File: config.mk
export PLATFORM = sky130hd
export DESIGN_NAME = sar_adc_serial_readout
export DESIGN_NICKNAME = d
export VERILOG_FILES = /design/src/pkg/sar_adc_pkg.sv /design/src/rtl/sync_2ff.sv /design/src/rtl/word_buffer2.sv /design/src/rtl/sar_adc_serial_readout.sv
export VERILOG_INCLUDE_DIRS = /design/src /design/src/pkg
export SDC_FILE = /design/constraint.sdc
export NUM_CORES = 1
export LEC_CHECK = 0
export ABC_AREA = 0
export ABC_CLOCK_PERIOD_IN_PS = 2200
export BUFFER_PORTS_ARGS = -buffer_cell sky130_fd_sc_hd__buf_2
export CORE_MARGIN = 2
export CORE_UTILIZATION = 45
export CTS_CLUSTER_DIAMETER = 60
export CTS_CLUSTER_SIZE = 14
export DETAILED_ROUTE_END_ITERATION = 6
export GPL_TIMING_DRIVEN = 0
export PLACE_DENSITY_LB_ADDON = 0.25
export SKIP_CTS_REPAIR_TIMING = 1
export SLEW_MARGIN = 20
export SYNTH_ARGS = -nofsm -noshare
export SYNTH_HDL_FRONTEND = slang
export SYNTH_SLANG_ARGS = --single-unit
File: constraint.sdc
create_clock -name CLK -period 2.2 [get_ports CLK]
set_input_delay 0.11 -clock CLK [delete_from_list [all_inputs] [get_ports CLK]]
set_output_delay 0.11 -clock CLK [all_outputs]
set_load 0.01 [all_outputs]
File: src/pkg/sar_adc_defines.svh
// named constants for the converter readout logic
`ifndef SAR_ADC_DEFINES_SVH
`define SAR_ADC_DEFINES_SVH

// word layout
`define SAR_WORD_W        16
`define SAR_CNT_W         10
// clock period of the block, ns
`define SAR_CLK_NS        5
// longest conversion (busy low), ns, rounded down to cycles
`define SAR_CONV_MAX_NS   2200
`define SAR_CONV_CYC      (`SAR_CONV_MAX_NS / `SAR_CLK_NS)
// start to first internal shift clock, ns, rounded up
`define SAR_INT_DLY_NS    270
`define SAR_INT_DLY_CYC   ((`SAR_INT_DLY_NS + `SAR_CLK_NS - 1) / `SAR_CLK_NS)
// internal shift clock period, ns; half period rounded up
`define SAR_INT_PER_NS    110
`define SAR_INT_HALF_CYC  (((`SAR_INT_PER_NS / 2) + `SAR_CLK_NS - 1) / `SAR_CLK_NS)
// internal clock rises this far into each bit slot
`define SAR_INT_LEAD_CYC  (`SAR_INT_HALF_CYC / 2)
// external read sequencer rise counts
`define SAR_EXT_CNT_W     2
`define SAR_EXT_CNT_ZERO  2'h0
`define SAR_EXT_CNT_ONE   2'h1
`define SAR_EXT_CNT_SAT   2'h2
// reset levels
`define SAR_RST_BUSY      1'b1
`define SAR_RST_PINS      6'h00

`endif

File: src/pkg/sar_adc_pkg.sv
// types and helpers shared by the converter readout logic
`include "sar_adc_defines.svh"
package sar_adc_pkg;

  // conversion sequencer, gray along idle-run-store
  typedef enum logic [1:0]
  {
    CONV_IDLE  = 2'b00,
    CONV_RUN   = 2'b01,
    CONV_STORE = 2'b11
  } conv_state_t;

  // internal shift clock generator, gray along idle-wait-shift
  typedef enum logic [1:0]
  {
    ICL_IDLE  = 2'b00,
    ICL_WAIT  = 2'b01,
    ICL_SHIFT = 2'b11
  } icl_state_t;

  typedef logic [`SAR_WORD_W-1:0] word_t;

  // straight binary when sel high, else flip msb for two's complement
  function automatic word_t fmt_word(input word_t code, input logic sel);
    word_t w;
    w = code;
    w[`SAR_WORD_W-1] = sel ? code[`SAR_WORD_W-1] : ~code[`SAR_WORD_W-1];
    return w;
  endfunction : fmt_word

  // rising edge of a sampled level
  function automatic logic rose(input logic now, input logic prev);
    return now & ~prev;
  endfunction : rose

endpackage : sar_adc_pkg

File: src/rtl/sync_2ff.sv
// two flip-flop synchroniser for a group of pin levels
`timescale 1ns/1ps
`default_nettype none
module sync_2ff #(
  parameter int W = 1
) (
  // clock and reset
  input  wire logic         clk,
  input  wire logic         nrst,
  // asynchronous levels in, synchronised levels out
  input  wire logic [W-1:0] d,
  output logic      [W-1:0] q
);

  logic [W-1:0] meta_r;   // first stage, read only by q

  generate
    if (W < 1)
    begin : g_chk
      $error("sync_2ff: W must be at least 1");
    end
  endgenerate

  // both stages clear to zero
  always_ff @(posedge clk or negedge nrst)
  begin
    if (!nrst)
    begin
      meta_r <= '0;
      q      <= '0;
    end
    else
    begin
      meta_r <= d;
      q      <= meta_r;
    end
  end

endmodule : sync_2ff
`default_nettype wire

File: src/rtl/word_buffer2.sv
// small ring buffer with valid and ready on both sides
`timescale 1ns/1ps
`default_nettype none
module word_buffer2 #(
  parameter int W     = 17,
  parameter int DEPTH = 2
) (
  // clock and reset
  input  wire logic         clk,
  input  wire logic         nrst,
  // fill side
  input  wire logic         in_valid,
  output logic              in_ready,
  input  wire logic [W-1:0] in_data,
  // drain side
  output logic              out_valid,
  input  wire logic         out_ready,
  output logic      [W-1:0] out_data
);

  localparam int PW = (DEPTH > 1) ? $clog2(DEPTH) : 1;

  logic [W-1:0]  mem [DEPTH];  // storage, no reset needed
  logic [PW-1:0] wr_r;         // write pointer
  logic [PW-1:0] rd_r;         // read pointer
  logic [PW:0]   cnt_r;        // words held
  logic          push;
  logic          pop;

  generate
    if (DEPTH < 2 || (DEPTH & (DEPTH - 1)) != 0)
    begin : g_chk
      $error("word_buffer2: DEPTH must be a power of two, at least 2");
    end
  endgenerate

  // honest full and empty from the count
  assign in_ready  = (cnt_r != (PW+1)'(DEPTH));
  assign out_valid = (cnt_r != '0);
  assign out_data  = mem[rd_r];
  assign push      = in_valid & in_ready;
  assign pop       = out_valid & out_ready;

  // data store
  always_ff @(posedge clk)
  begin
    if (push)
      mem[wr_r] <= in_data;
  end

  // pointers and count
  always_ff @(posedge clk or negedge nrst)
  begin
    if (!nrst)
    begin
      wr_r  <= '0;
      rd_r  <= '0;
      cnt_r <= '0;
    end
    else
    begin
      if (push)
        wr_r <= wr_r + PW'(1);
      if (pop)
        rd_r <= rd_r + PW'(1);
      // simultaneous push and pop keep the count
      if (push && !pop)
        cnt_r <= cnt_r + (PW+1)'(1);
      else if (pop && !push)
        cnt_r <= cnt_r - (PW+1)'(1);
    end
  end

endmodule : word_buffer2
`default_nettype wire

File: src/rtl/sar_adc_serial_readout.sv
// conversion start, busy and serial result readout of the converter
// What this block does, and what the host must do
// both selects low starts conversion, last edge
// busy low during conversion, high once stored
// reads always return latest completed result
// msb first, coding chosen by format input
// format high straight binary, low two's complement
// first result after power-up flagged invalid
// clock select low drives shift clock out
// internal mode sends sixteen pulses per conversion
// internal clock idles low, data spans rise-fall
// after word, data shows chain input from start
// external mode: selects define the read state
// external data changes on rise, spans fall-rise
// host keeps external clock under 28.5 MHz
// host runs external clock only while reading
// host stops clock in conversion second half
// host's last edge within 1 us of busy fall
// acquisition read ends before next conversion
// free-running edge outside read arms frame marker
// host gives 17 or 18 clocks with marker
// idle clock outside read gives no marker
// without marker first rise presents msb
// chain input passes through after word, separator
// chaining uses external clock only
// chain reads all words during acquisition
// busy low no longer than 2.2 us
`timescale 1ns/1ps
`default_nettype none
`include "sar_adc_defines.svh"
module sar_adc_serial_readout #(
  parameter int CONV_CYC = `SAR_CONV_CYC,
  parameter int BUF_DEPTH = 2
) (
  // clock and reset
  input  wire logic                   CLK,
  input  wire logic                   NRST,
  // conversion control pins, active low
  input  wire logic                   CS_N,
  input  wire logic                   RC_N,
  // mode straps
  input  wire logic                   CLK_SRC_SEL,
  input  wire logic                   OUTPUT_FORMAT_SELECT,
  // result from the analog core, straight binary, same clock
  input  wire logic [`SAR_WORD_W-1:0] CORE_CODE,
  // serial link
  input  wire logic                   SERIAL_SHIFT_CLOCK_I,
  output logic                        SERIAL_SHIFT_CLOCK_O,
  output logic                        SERIAL_SHIFT_CLOCK_OE,
  output logic                        SDATA_O,
  output logic                        SYNC_O,
  input  wire logic                   TAG_I,
  // status
  output logic                        BUSY,
  output logic                        RESULT_VALID
);
  import sar_adc_pkg::*;

  localparam int CW = `SAR_CNT_W;
  localparam int WW = `SAR_WORD_W;
  localparam int HALF = `SAR_INT_HALF_CYC;
  localparam logic [CW-1:0] CONV_LAST = CW'(CONV_CYC - 2);
  localparam logic [CW-1:0] DLY_LAST  = CW'(`SAR_INT_DLY_CYC - 1);
  localparam logic [CW-1:0] PH_LAST   = CW'(2 * HALF - 1);
  localparam logic [CW-1:0] PH_RISE   = CW'(`SAR_INT_LEAD_CYC);
  localparam logic [CW-1:0] PH_FALL   = CW'(`SAR_INT_LEAD_CYC + HALF);
  localparam logic [4:0]    BIT_LAST  = 5'(WW - 1);

  generate
    if (CONV_CYC < 2 || CONV_CYC >= (1 << CW) || HALF < 2)
    begin : g_chk
      $error("sar_adc_serial_readout: CONV_CYC or clock timing out of range");
    end
  endgenerate

  // synchronised pins
  logic [5:0] pins_s;
  logic       cs_n_s, rc_n_s, ext_sel_s, fmt_s, sclk_s, tag_s;

  sync_2ff #(.W(6)) u_sync (
    .clk  (CLK),
    .nrst (NRST),
    .d    ({CS_N, RC_N, CLK_SRC_SEL, OUTPUT_FORMAT_SELECT,
            SERIAL_SHIFT_CLOCK_I, TAG_I}),
    .q    (pins_s)
  );
  assign {cs_n_s, rc_n_s, ext_sel_s, fmt_s, sclk_s, tag_s} = pins_s;

  logic low_d_r;     // both selects were low last cycle
  logic sclk_d_r;    // last sampled external clock
  logic start_req;   // conversion start pulse
  logic ext_rise;    // rising edge of the host clock
  logic both_low;    // both selects low now
  logic in_read;     // external read state

  assign both_low = ~cs_n_s & ~rc_n_s;
  assign start_req = rose(both_low, low_d_r);
  assign ext_rise = rose(sclk_s, sclk_d_r);
  assign in_read = ext_sel_s & ~cs_n_s & rc_n_s;

  // edge history; reset as if already low so no start at release
  always_ff @(posedge CLK or negedge NRST)
  begin
    if (!NRST)
    begin
      low_d_r  <= 1'b1;
      sclk_d_r <= 1'b0;
    end
    else
    begin
      low_d_r  <= both_low;
      sclk_d_r <= sclk_s;
    end
  end

  // conversion sequencer and busy
  conv_state_t   conv_state_r;
  logic [CW-1:0] conv_cnt_r;    // cycles into the conversion
  logic          done_once_r;   // a first result has been stored
  logic          push_ready;    // buffer can take a word
  logic          push_valid;

  assign push_valid = (conv_state_r == CONV_STORE);

  always_ff @(posedge CLK or negedge NRST)
  begin
    if (!NRST)
    begin
      conv_state_r <= CONV_IDLE;
      conv_cnt_r   <= '0;
      BUSY         <= `SAR_RST_BUSY;
      done_once_r  <= 1'b0;
    end
    else
    begin
      unique case (conv_state_r)
        CONV_IDLE:
        begin
          // a start while converting is ignored
          if (start_req)
          begin
            conv_state_r <= CONV_RUN;
            conv_cnt_r   <= '0;
            BUSY         <= 1'b0;
          end
        end
        CONV_RUN:
        begin
          conv_cnt_r <= conv_cnt_r + CW'(1);
          if (conv_cnt_r == CONV_LAST)
            conv_state_r <= CONV_STORE;
        end
        CONV_STORE:
        begin
          // busy rises only once the word is held; acquisition follows
          if (push_ready)
          begin
            conv_state_r <= CONV_IDLE;
            BUSY         <= 1'b1;
            done_once_r  <= 1'b1;
          end
        end
        // the unused code would otherwise lock the sequencer
        default:
        begin
          conv_state_r <= CONV_IDLE;
        end
      endcase
    end
  end

  // result path: buffer decouples the converter from a busy shifter
  logic [WW:0] pop_data;   // {valid, code}
  logic        pop_valid;
  logic        pop_ready;
  logic        xfer_act;   // a serial transfer owns the shifter
  logic [WW:0] store_r;    // latest completed result

  word_buffer2 #(.W(WW + 1), .DEPTH(BUF_DEPTH)) u_buf (
    .clk       (CLK),
    .nrst      (NRST),
    .in_valid  (push_valid),
    .in_ready  (push_ready),
    .in_data   ({done_once_r, CORE_CODE}),
    .out_valid (pop_valid),
    .out_ready (pop_ready),
    .out_data  (pop_data)
  );

  // storage only moves between transfers so a read never tears
  assign pop_ready = ~xfer_act;

  always_ff @(posedge CLK or negedge NRST)
  begin
    if (!NRST)
      store_r <= '0;
    else if (pop_valid && pop_ready)
      store_r <= pop_data;
  end

  // internal shift clock generator
  icl_state_t    icl_state_r;
  logic [CW-1:0] icl_cnt_r;   // delay, then phase within a bit
  logic [4:0]    icl_bit_r;   // bit slot index
  logic          icl_load;
  logic          icl_shift;

  assign icl_load  = (icl_state_r == ICL_WAIT) && (icl_cnt_r == DLY_LAST);
  assign icl_shift = (icl_state_r == ICL_SHIFT) && (icl_cnt_r == PH_LAST);

  always_ff @(posedge CLK or negedge NRST)
  begin
    if (!NRST)
    begin
      icl_state_r <= ICL_IDLE;
      icl_cnt_r   <= '0;
      icl_bit_r   <= '0;
    end
    else
    begin
      unique case (icl_state_r)
        ICL_IDLE:
        begin
          // in internal clock mode runs every conversion whatever the selects do after
          if (start_req && !ext_sel_s && (conv_state_r == CONV_IDLE))
          begin
            icl_state_r <= ICL_WAIT;
            icl_cnt_r   <= '0;
          end
        end
        ICL_WAIT:
        begin
          icl_cnt_r <= icl_cnt_r + CW'(1);
          if (icl_load)
          begin
            icl_state_r <= ICL_SHIFT;
            icl_cnt_r   <= '0;
            icl_bit_r   <= '0;
          end
        end
        ICL_SHIFT:
        begin
          icl_cnt_r <= icl_cnt_r + CW'(1);
          if (icl_shift)
          begin
            icl_cnt_r <= '0;
            icl_bit_r <= icl_bit_r + 5'(1);
            if (icl_bit_r == BIT_LAST)
              icl_state_r <= ICL_IDLE;
          end
        end
        default:
        begin
          icl_state_r <= ICL_IDLE;
        end
      endcase
    end
  end

  // clock high mid-slot so data changes only while it is low
  always_ff @(posedge CLK or negedge NRST)
  begin
    if (!NRST)
      SERIAL_SHIFT_CLOCK_O <= 1'b0;
    else
      SERIAL_SHIFT_CLOCK_O <= (icl_state_r == ICL_SHIFT) &&
                              (icl_cnt_r >= PH_RISE) &&
                              (icl_cnt_r < PH_FALL);
  end

  // pin drives only in internal clock mode
  assign SERIAL_SHIFT_CLOCK_OE = ~ext_sel_s;

  // external read sequencer and frame marker
  logic                     ext_act_r;   // inside a read state
  logic [`SAR_EXT_CNT_W-1:0] ext_cnt_r;  // host rises seen, saturating
  logic                     sync_mode_r; // this read uses the marker
  logic                     seen_free_r; // rise seen outside read
  logic                     ext_load;
  logic                     ext_show;
  logic                     ext_shift;
  logic                     ext_first;

  assign ext_load  = in_read & ~ext_act_r;
  assign ext_first = sync_mode_r ? (ext_cnt_r == `SAR_EXT_CNT_ONE)
                                 : (ext_cnt_r == `SAR_EXT_CNT_ZERO);
  assign ext_show  = ext_act_r & in_read & ext_rise & ext_first;
  assign ext_shift = ext_act_r & in_read & ext_rise & ~ext_first &
                     (ext_cnt_r != `SAR_EXT_CNT_ZERO);

  always_ff @(posedge CLK or negedge NRST)
  begin
    if (!NRST)
    begin
      ext_act_r   <= 1'b0;
      ext_cnt_r   <= `SAR_EXT_CNT_ZERO;
      sync_mode_r <= 1'b0;
      seen_free_r <= 1'b0;
      SYNC_O      <= 1'b0;
    end
    else if (!in_read)
    begin
      ext_act_r <= 1'b0;
      SYNC_O    <= 1'b0;
      // any free edge outside read in external clock mode arms the marker
      if (ext_sel_s && ext_rise)
        seen_free_r <= 1'b1;
    end
    else if (!ext_act_r)
    begin
      ext_act_r   <= 1'b1;
      ext_cnt_r   <= `SAR_EXT_CNT_ZERO;
      sync_mode_r <= seen_free_r;
      seen_free_r <= 1'b0;
    end
    else if (ext_rise)
    begin
      if (ext_cnt_r != `SAR_EXT_CNT_SAT)
        ext_cnt_r <= ext_cnt_r + `SAR_EXT_CNT_ONE;
      // marker stands from first rise to the next
      SYNC_O <= sync_mode_r && (ext_cnt_r == `SAR_EXT_CNT_ZERO);
    end
  end

  // shifter shared by both clock modes
  logic [WW:0] sh_r;        // word then separator, tail fills from chain
  logic        show_r;      // word on the data pin, else held chain level
  logic        tag_l_r;     // chain level caught at transfer start
  logic        load;
  logic        shift;
  word_t       fmt_code;

  assign load     = icl_load | ext_load;
  assign shift    = icl_shift | ext_shift;
  assign fmt_code = fmt_word(store_r[WW-1:0], fmt_s);
  assign xfer_act = (icl_state_r != ICL_IDLE) | ext_act_r;

  always_ff @(posedge CLK or negedge NRST)
  begin
    if (!NRST)
    begin
      sh_r         <= '0;
      show_r       <= 1'b0;
      tag_l_r      <= 1'b0;
      RESULT_VALID <= 1'b0;
    end
    else if (load)
    begin
      sh_r         <= {fmt_code, tag_s};
      tag_l_r      <= tag_s;
      show_r       <= icl_load;
      RESULT_VALID <= store_r[WW];
    end
    else if (ext_show)
      show_r <= 1'b1;
    else if (shift)
      sh_r <= {sh_r[WW-1:0], tag_s};
    else if (ext_act_r && !in_read)
      show_r <= 1'b0;
  end

  // data pin from a flop
  always_ff @(posedge CLK or negedge NRST)
  begin
    if (!NRST)
      SDATA_O <= 1'b0;
    else
      SDATA_O <= show_r ? sh_r[WW] : tag_l_r;
  end

  // helper counts for the checks below
  logic [CW-1:0] busy_lo_r;   // cycles busy has been low
  logic [4:0]    icl_rises_r; // internal clock pulses this transfer

  always_ff @(posedge CLK or negedge NRST)
  begin
    if (!NRST)
    begin
      busy_lo_r   <= '0;
      icl_rises_r <= '0;
    end
    else
    begin
      busy_lo_r <= BUSY ? '0 : busy_lo_r + CW'(1);
      if (icl_load)
        icl_rises_r <= '0;
      else if ((icl_state_r == ICL_SHIFT) && (icl_cnt_r == PH_RISE))
        icl_rises_r <= icl_rises_r + 5'(1);
    end
  end
endmodule : sar_adc_serial_readout
`default_nettype wire

* After elaboration in Yosys (flattened, before gate mapping) *
Memories as Yosys holds them, arrays and structs flattened. A register that Yosys moved wholly into a read port is not among the register bits.
Cells that the tools add are included.

operators by class
  magnitude comparators = 2
  mux-type cells = 45
  reductions and logical operators = 44
  $add $sub $neg = 8
  equality and inequality tests = 25
  bitwise gates (word level) = 25

operator list
  kind                     number
  $mux W17                 3
  $mux W10                 4
  $pmux W10 S3             1
  $mux W2                  12
  $ne A2 B2 Y1 const B     12
  $add A10 B1 Y10 const B  2
  $pmux W10 S2             1
  $mux W1                  18
  $reduce_bool A2 Y1       9
  $reduce_and A2 Y1        8
  $and A1 B1 Y1            13
  $logic_and A1 B1 Y1      12
  $pmux W2 S3              2
  $reduce_and A3 Y1        4
  $eq A10 B5 Y1 const B    1
  $eq A10 B6 Y1 const B    1
  $eq A10 B9 Y1 const B    1
  $ge A10 B3 Y1 const B    1
  $lt A10 B5 Y1 const B    1
  $mux W5                  2
  $pmux W5 S2              1
  $not A1 Y1               9
  $eq A2 B1 Y1 const B     3
  $logic_not A2 Y1         3
  other kinds (13)         25

word-level totals
  register bits after elaboration = 77
  memories = 1
  logic and storage cells = 175
  bits in writable memories = 34
  input port bits = 24
  output and inout bits = 6

memory list
  name       words  bits a word  read ports  clocked after memory_dff  write ports  RTL line            source
  u_buf.mem  2      17           1           1                         1            word_buffer2.sv:23  logic [W-1:0] mem [DEPTH];

* Logic depth before layout (Yosys ltp) *
  depth in word-level cells = 11
  mapped depth = 9
  gate-level depth less buffers = 7

* Cells and area by module *
From an unflattened synthesis, not the netlist that was laid out.

unflattened totals
  cells, all modules = 425
  area, all modules = 5465.2 µm²

modules (own cells, without submodules)
  module                  times used  seq. area each (µm²)  cells each  area an instance (µm²)
  sar_adc_serial_readout  1           1954.4                342         3691.0
  word_buffer2            1           1121.1                71          1473.9
  sync_2ff                1           300.3                 12          300.3

* Worst setup path after synthesis *
Ideal clock, no wire load.

  path kind = register to register
  from = register icl_cnt_r[7]
  to = register sh_r[7]
  arrival time = 2.275 ns
  setup time = 0.128 ns
  path slack = -0.203 ns
  buffers on the path = 1
  required time = 2.072 ns
  stages on the path, launching flop included = 7
  clock period less this slack = 2.403 ns
  cells stage by stage = dfrtp_1 > or4_4 > or4_4 > a21oi_4 > buf_12 > mux2i_1 > o21ai_2

on the way
  longest elaborated chain between the ends = 5
  elaborated cells between the ends (all ways) = 10
  classes of those cells = eq/ne: 3; mux: 1; bitwise: 2; reduce/logical: 4

ends and longest elaborated chain
  what                                                                 RTL line                                                      source
  start: declaration                                                   sar_adc_serial_readout.sv:203                                 logic [CW-1:0] icl_cnt_r;
  start signal: assignment                                             sar_adc_serial_readout.sv:233                                 icl_cnt_r <= icl_cnt_r + CW'(1);
  start signal: assignment                                             sar_adc_serial_readout.sv:243                                 icl_cnt_r <= icl_cnt_r + CW'(1);
  $eq A10 B6 Y1 / $eq A10 B5 Y1 (equally long branches)                sar_adc_serial_readout.sv:208, sar_adc_serial_readout.sv:209
  $logic_and A1 B1 Y1 (on tied branches)                               sar_adc_serial_readout.sv:208, sar_adc_serial_readout.sv:209
  $or A1 B1 Y1 (on tied branches)                                      sar_adc_serial_readout.sv:333, sar_adc_serial_readout.sv:334
  $ne A2 B1 Y1 (no line) / $reduce_bool A2 Y1 (equally long branches)  -
  $reduce_and A2 Y1 (no line)                                          -
  end signal: assignment                                               sar_adc_serial_readout.sv:349                                 sh_r <= {fmt_code, tag_s};
  end signal: assignment                                               sar_adc_serial_readout.sv:357                                 sh_r <= {sh_r[WW-1:0], tag_s};
  end: declaration                                                     sar_adc_serial_readout.sv:326                                 logic [WW:0] sh_r;

Parallel ways exist; a longest one is shown, timed or not.
A chain may end at the register's enable or synchronous reset.

* Worst setup path after layout *
  from = register icl_cnt_r[8]
  to = register sh_r[15]

The elaborated chain is that of the path after synthesis.

==> results.py <==
metrics = {
    "cts": {
        "cts_tree": "done",
        "cts-root-buf": "clkbuf_16",
        "path_clk_slew_ns": 0.06,
        "h-tree-depth": 4,
        "max-clock-path-buffers": 2,
        "clk_latency_ns": 0.42,
        "clock-sinks": 128,
        "cts_made_buffers": 17,
    },
    "cells_and_area": {
        "multi_input_area_mm2": 0.00184,
        "seqCellArea_mm2": 0.00338,
        "fin_nets": 556,
        "n_antenna_cell": 0,
        "drive_gt1_share_pct": 20.8,
        "final_core_util_pct": 58.2,
        "layout_commonest_cell": "dfrtp_1",
        "fillers": 916,
        "areaGrowthSynthToFinish_pct": 25.3,
        "mostFrequentLayoutCells": "dfrtp_1, nor2_1, mux2i_1, edfxtp_1, nand2_1",
    },
    "sta": {
        "slew_viol_final": 0,
        "hold_viol": 0,
        "post-route-period-util_pct": 108,
        "finalSetupViolations": 19,
        "setup_ws_ns": -0.172,
        "post-route-min-period_ns": 2.37,
        "tightest_slew_ns": 0.748,
        "fin_skew_ns": 0.0129,
        "clock.fmax_ghz": 0.422,
        "setup_tns_ns": -2.57,
        "maxSlewHeadroom_pct": 50.1,
        "rsz0062_at_grt": "true",
        "whs_ns": 0.142,
    },
    "global_route": {
        "antenna_found_initial": 0,
        "grt_pass1_wl_um": 16600,
        "grt_max_degree": 65,
        "first_global_vias": 3466,
        "grt_usage_pct": 16.5,
        "overflow": 0,
    },
    "worst_setup_path": {
        "setup.worst_path.start": "icl_cnt_r[8]$_DFFE_PN0P_",
        "cp_max_fo": 10,
        "r2r_slack_ns": -0.17,
        "ff2ff_path_depth": 6,
        "crit_path_frequent_cell": "or4_4",
        "critPathLaunchType": "flip-flop",
        "r2r-end": "sh_r[15]$_DFFE_PN0P_",
        "critPathKind": "flip-flop to flip-flop",
        "cp_slowest_cell": "or4_4",
        "cp.required_ns": 2.50,
        "crit_arrival_ns": 2.67,
        "crit_path_end_kind": "flip-flop",
        "reg2reg_from": "icl_cnt_r[8]$_DFFE_PN0P_",
        "crit_chain": "or4_4, or4_4, a21oi_4, buf_12, mux2i_1, o21ai_2",
        "slowest_delay_ns": 0.58,
    },
    "yosys": {
        "netlist_area_mm2": 0.00533,
        "ys_dominant_reg_cell": "dfrtp_1",
        "synth_edf_count": 34,
        "syn-num-nets": 469,
        "synth-seq-cells": 128,
        "synth_area_per_cell_um2": 12.3,
        "syn_inst": 434,
        "async_reset_ff_share_pct": 73.4,
        "yosysUniqueCellTypes": 51,
        "ys_seq_area_share_pct": 63.4,
        "synth_warnings": 0,
    },
    "routing": {
        "wl_per_cell_um": 14.6,
        "post-route-drc-count": 0,
        "met2_wirelength_um": 4680,
        "via_per_inst": 5.14,
        "ant_nets": 0,
        "via_count": 3480,
        "dr.pass1.iters": 4,
        "met3_length_um": 369,
        "highest_layer": "met4",
        "drt-initial-drc-count": 218,
        "wirelength_um": 9890,
        "drt-met1-wl_um": 4690,
    },
    "floorplan": {
        "start_util_pct": 46.4,
        "design.core.area_mm2": 0.0115,
        "ios": 30,
        "die-area_mm2": 0.0127,
        "rows": 39,
        "fp.dieH_um": 113,
        "die_w_um": 113,
    },
    "power_and_ir_drop": {
        "vdd_drop_max_uv": 752,
        "powerDensity_mw_per_mm2": 814,
        "leakagePower_uw": 0.00283,
        "total_power_uw": 5430,
    },
    "worst_hold_path": {
        "hold_class": "primary input to async pin",
    },
    "place": {
        "place_hpwl_um": 6160,
        "io_buffers": 29,
        "place.gp.congestion": 0.778,
        "pre_cts_slack_ns": -0.401,
    },
    "status": {
        "violations": "setup timing",
        "status": "finished with violations",
    },
    "job": {
        "drv_cap": 0,
    },
}
[layout make-up]
cell class                 instances  share of cell area, %
clock buffer                      19                   6.95
buffer                            17                   1.65
clock inverter                    13                   1.84
multi-input combinational        273                   27.6
inverter                          16                  0.900
timing repair buffer              68                   7.82
sequential                       128                   50.6
tap                              143                   2.68
[layer usage]
metal / track usage (%) / up-vias
met5: 0 / -
met1: 22.0 / 1700
li1: - / 1705
met2: 25.1 / 64
met3: 5.09 / 11
met4: 7.48 / 0
[report_power, final]
| part | switching [uW] | internal [uW] |
|---|---|---|
| clock network | 1070 | 1670 |
| registers | 27.0 | 2480 |
| logic | 91.0 | 88.5 |
| total | 1190 | 4240 |
[worst max path at each step]
stage / endpoint / slack [ns] / cells after the start
2_1_floorplan: sh_r[7]$_DFFE_PN0P_ / -0.15 / 6
3_3_place_gp: sh_r[16]$_DFFE_PN0P_ / -0.40 / 7
3_5_place_dp: sh_r[16]$_DFFE_PN0P_ / -0.40 / 7
4_1_cts: sh_r[16]$_DFFE_PN0P_ / -0.42 / 7
5_1_grt: sh_r[9]$_DFFE_PN0P_ / -0.24 / 6
6_report: sh_r[15]$_DFFE_PN0P_ / -0.17 / 6
[critical path: cells and delay by family (launching register included)]
family	cells	cell delay, ns
simple gates	2	1.12
flops	1	0.40
compound gates	2	0.33
mux	1	0.22
buf+inv	1	0.18
[per-stage QoR]
step | std cells | area, um2
floorplan | 434 | 5330
global placement | 606 | 5660
detailed placement | 607 | 5690
CTS | 639 | 6280
global route | 677 | 6680
finish | 677 | 6680
[synthesized netlist by cell type (7+ instances only)]
library cell / instances / area (um2)
mux2i_1: 35 / 350
nor2_1: 45 / 169
nand3_1: 8 / 40.0
nand2_1: 31 / 116
o21ai_0: 24 / 120
a21oi_1: 26 / 130
clkbuf_1: 9 / 33.8
inv_1: 16 / 60.1
dfrtp_1: 92 / 2300
ha_1: 11 / 138
xor2_1: 11 / 96.3
edfxtp_1: 34 / 1020
nand2b_1: 7 / 43.8
[flip-flops by register name, summed over array words and instances, names as in the netlist, 2 cells and up]
name / flops
ext_cnt_r: 2
icl_cnt_r: 10
icl_bit_r: 5
u_sync.meta_r: 6
icl_state_r: 2
u_sync.q: 6
conv_state_r: 2
store_r: 17
u_buf.mem: 34
u_buf.cnt_r: 2
conv_cnt_r: 10
sh_r: 17
[kinds of logic (layout without fill, tap and decap cells)]
kind of cell    Yosys count  in the layout  synth area share, %
buf+inv                  33            133                 3.17
simple gates            125            125                 11.5
xor+xnor                 16             16                 2.63
mux                      40             40                 7.63
compound gates           81             81                 9.11
flops                   128            128                 63.4
fa+ha+maj                11             11                 2.58
No activity file was read; power rests on OpenSTA's default activity.
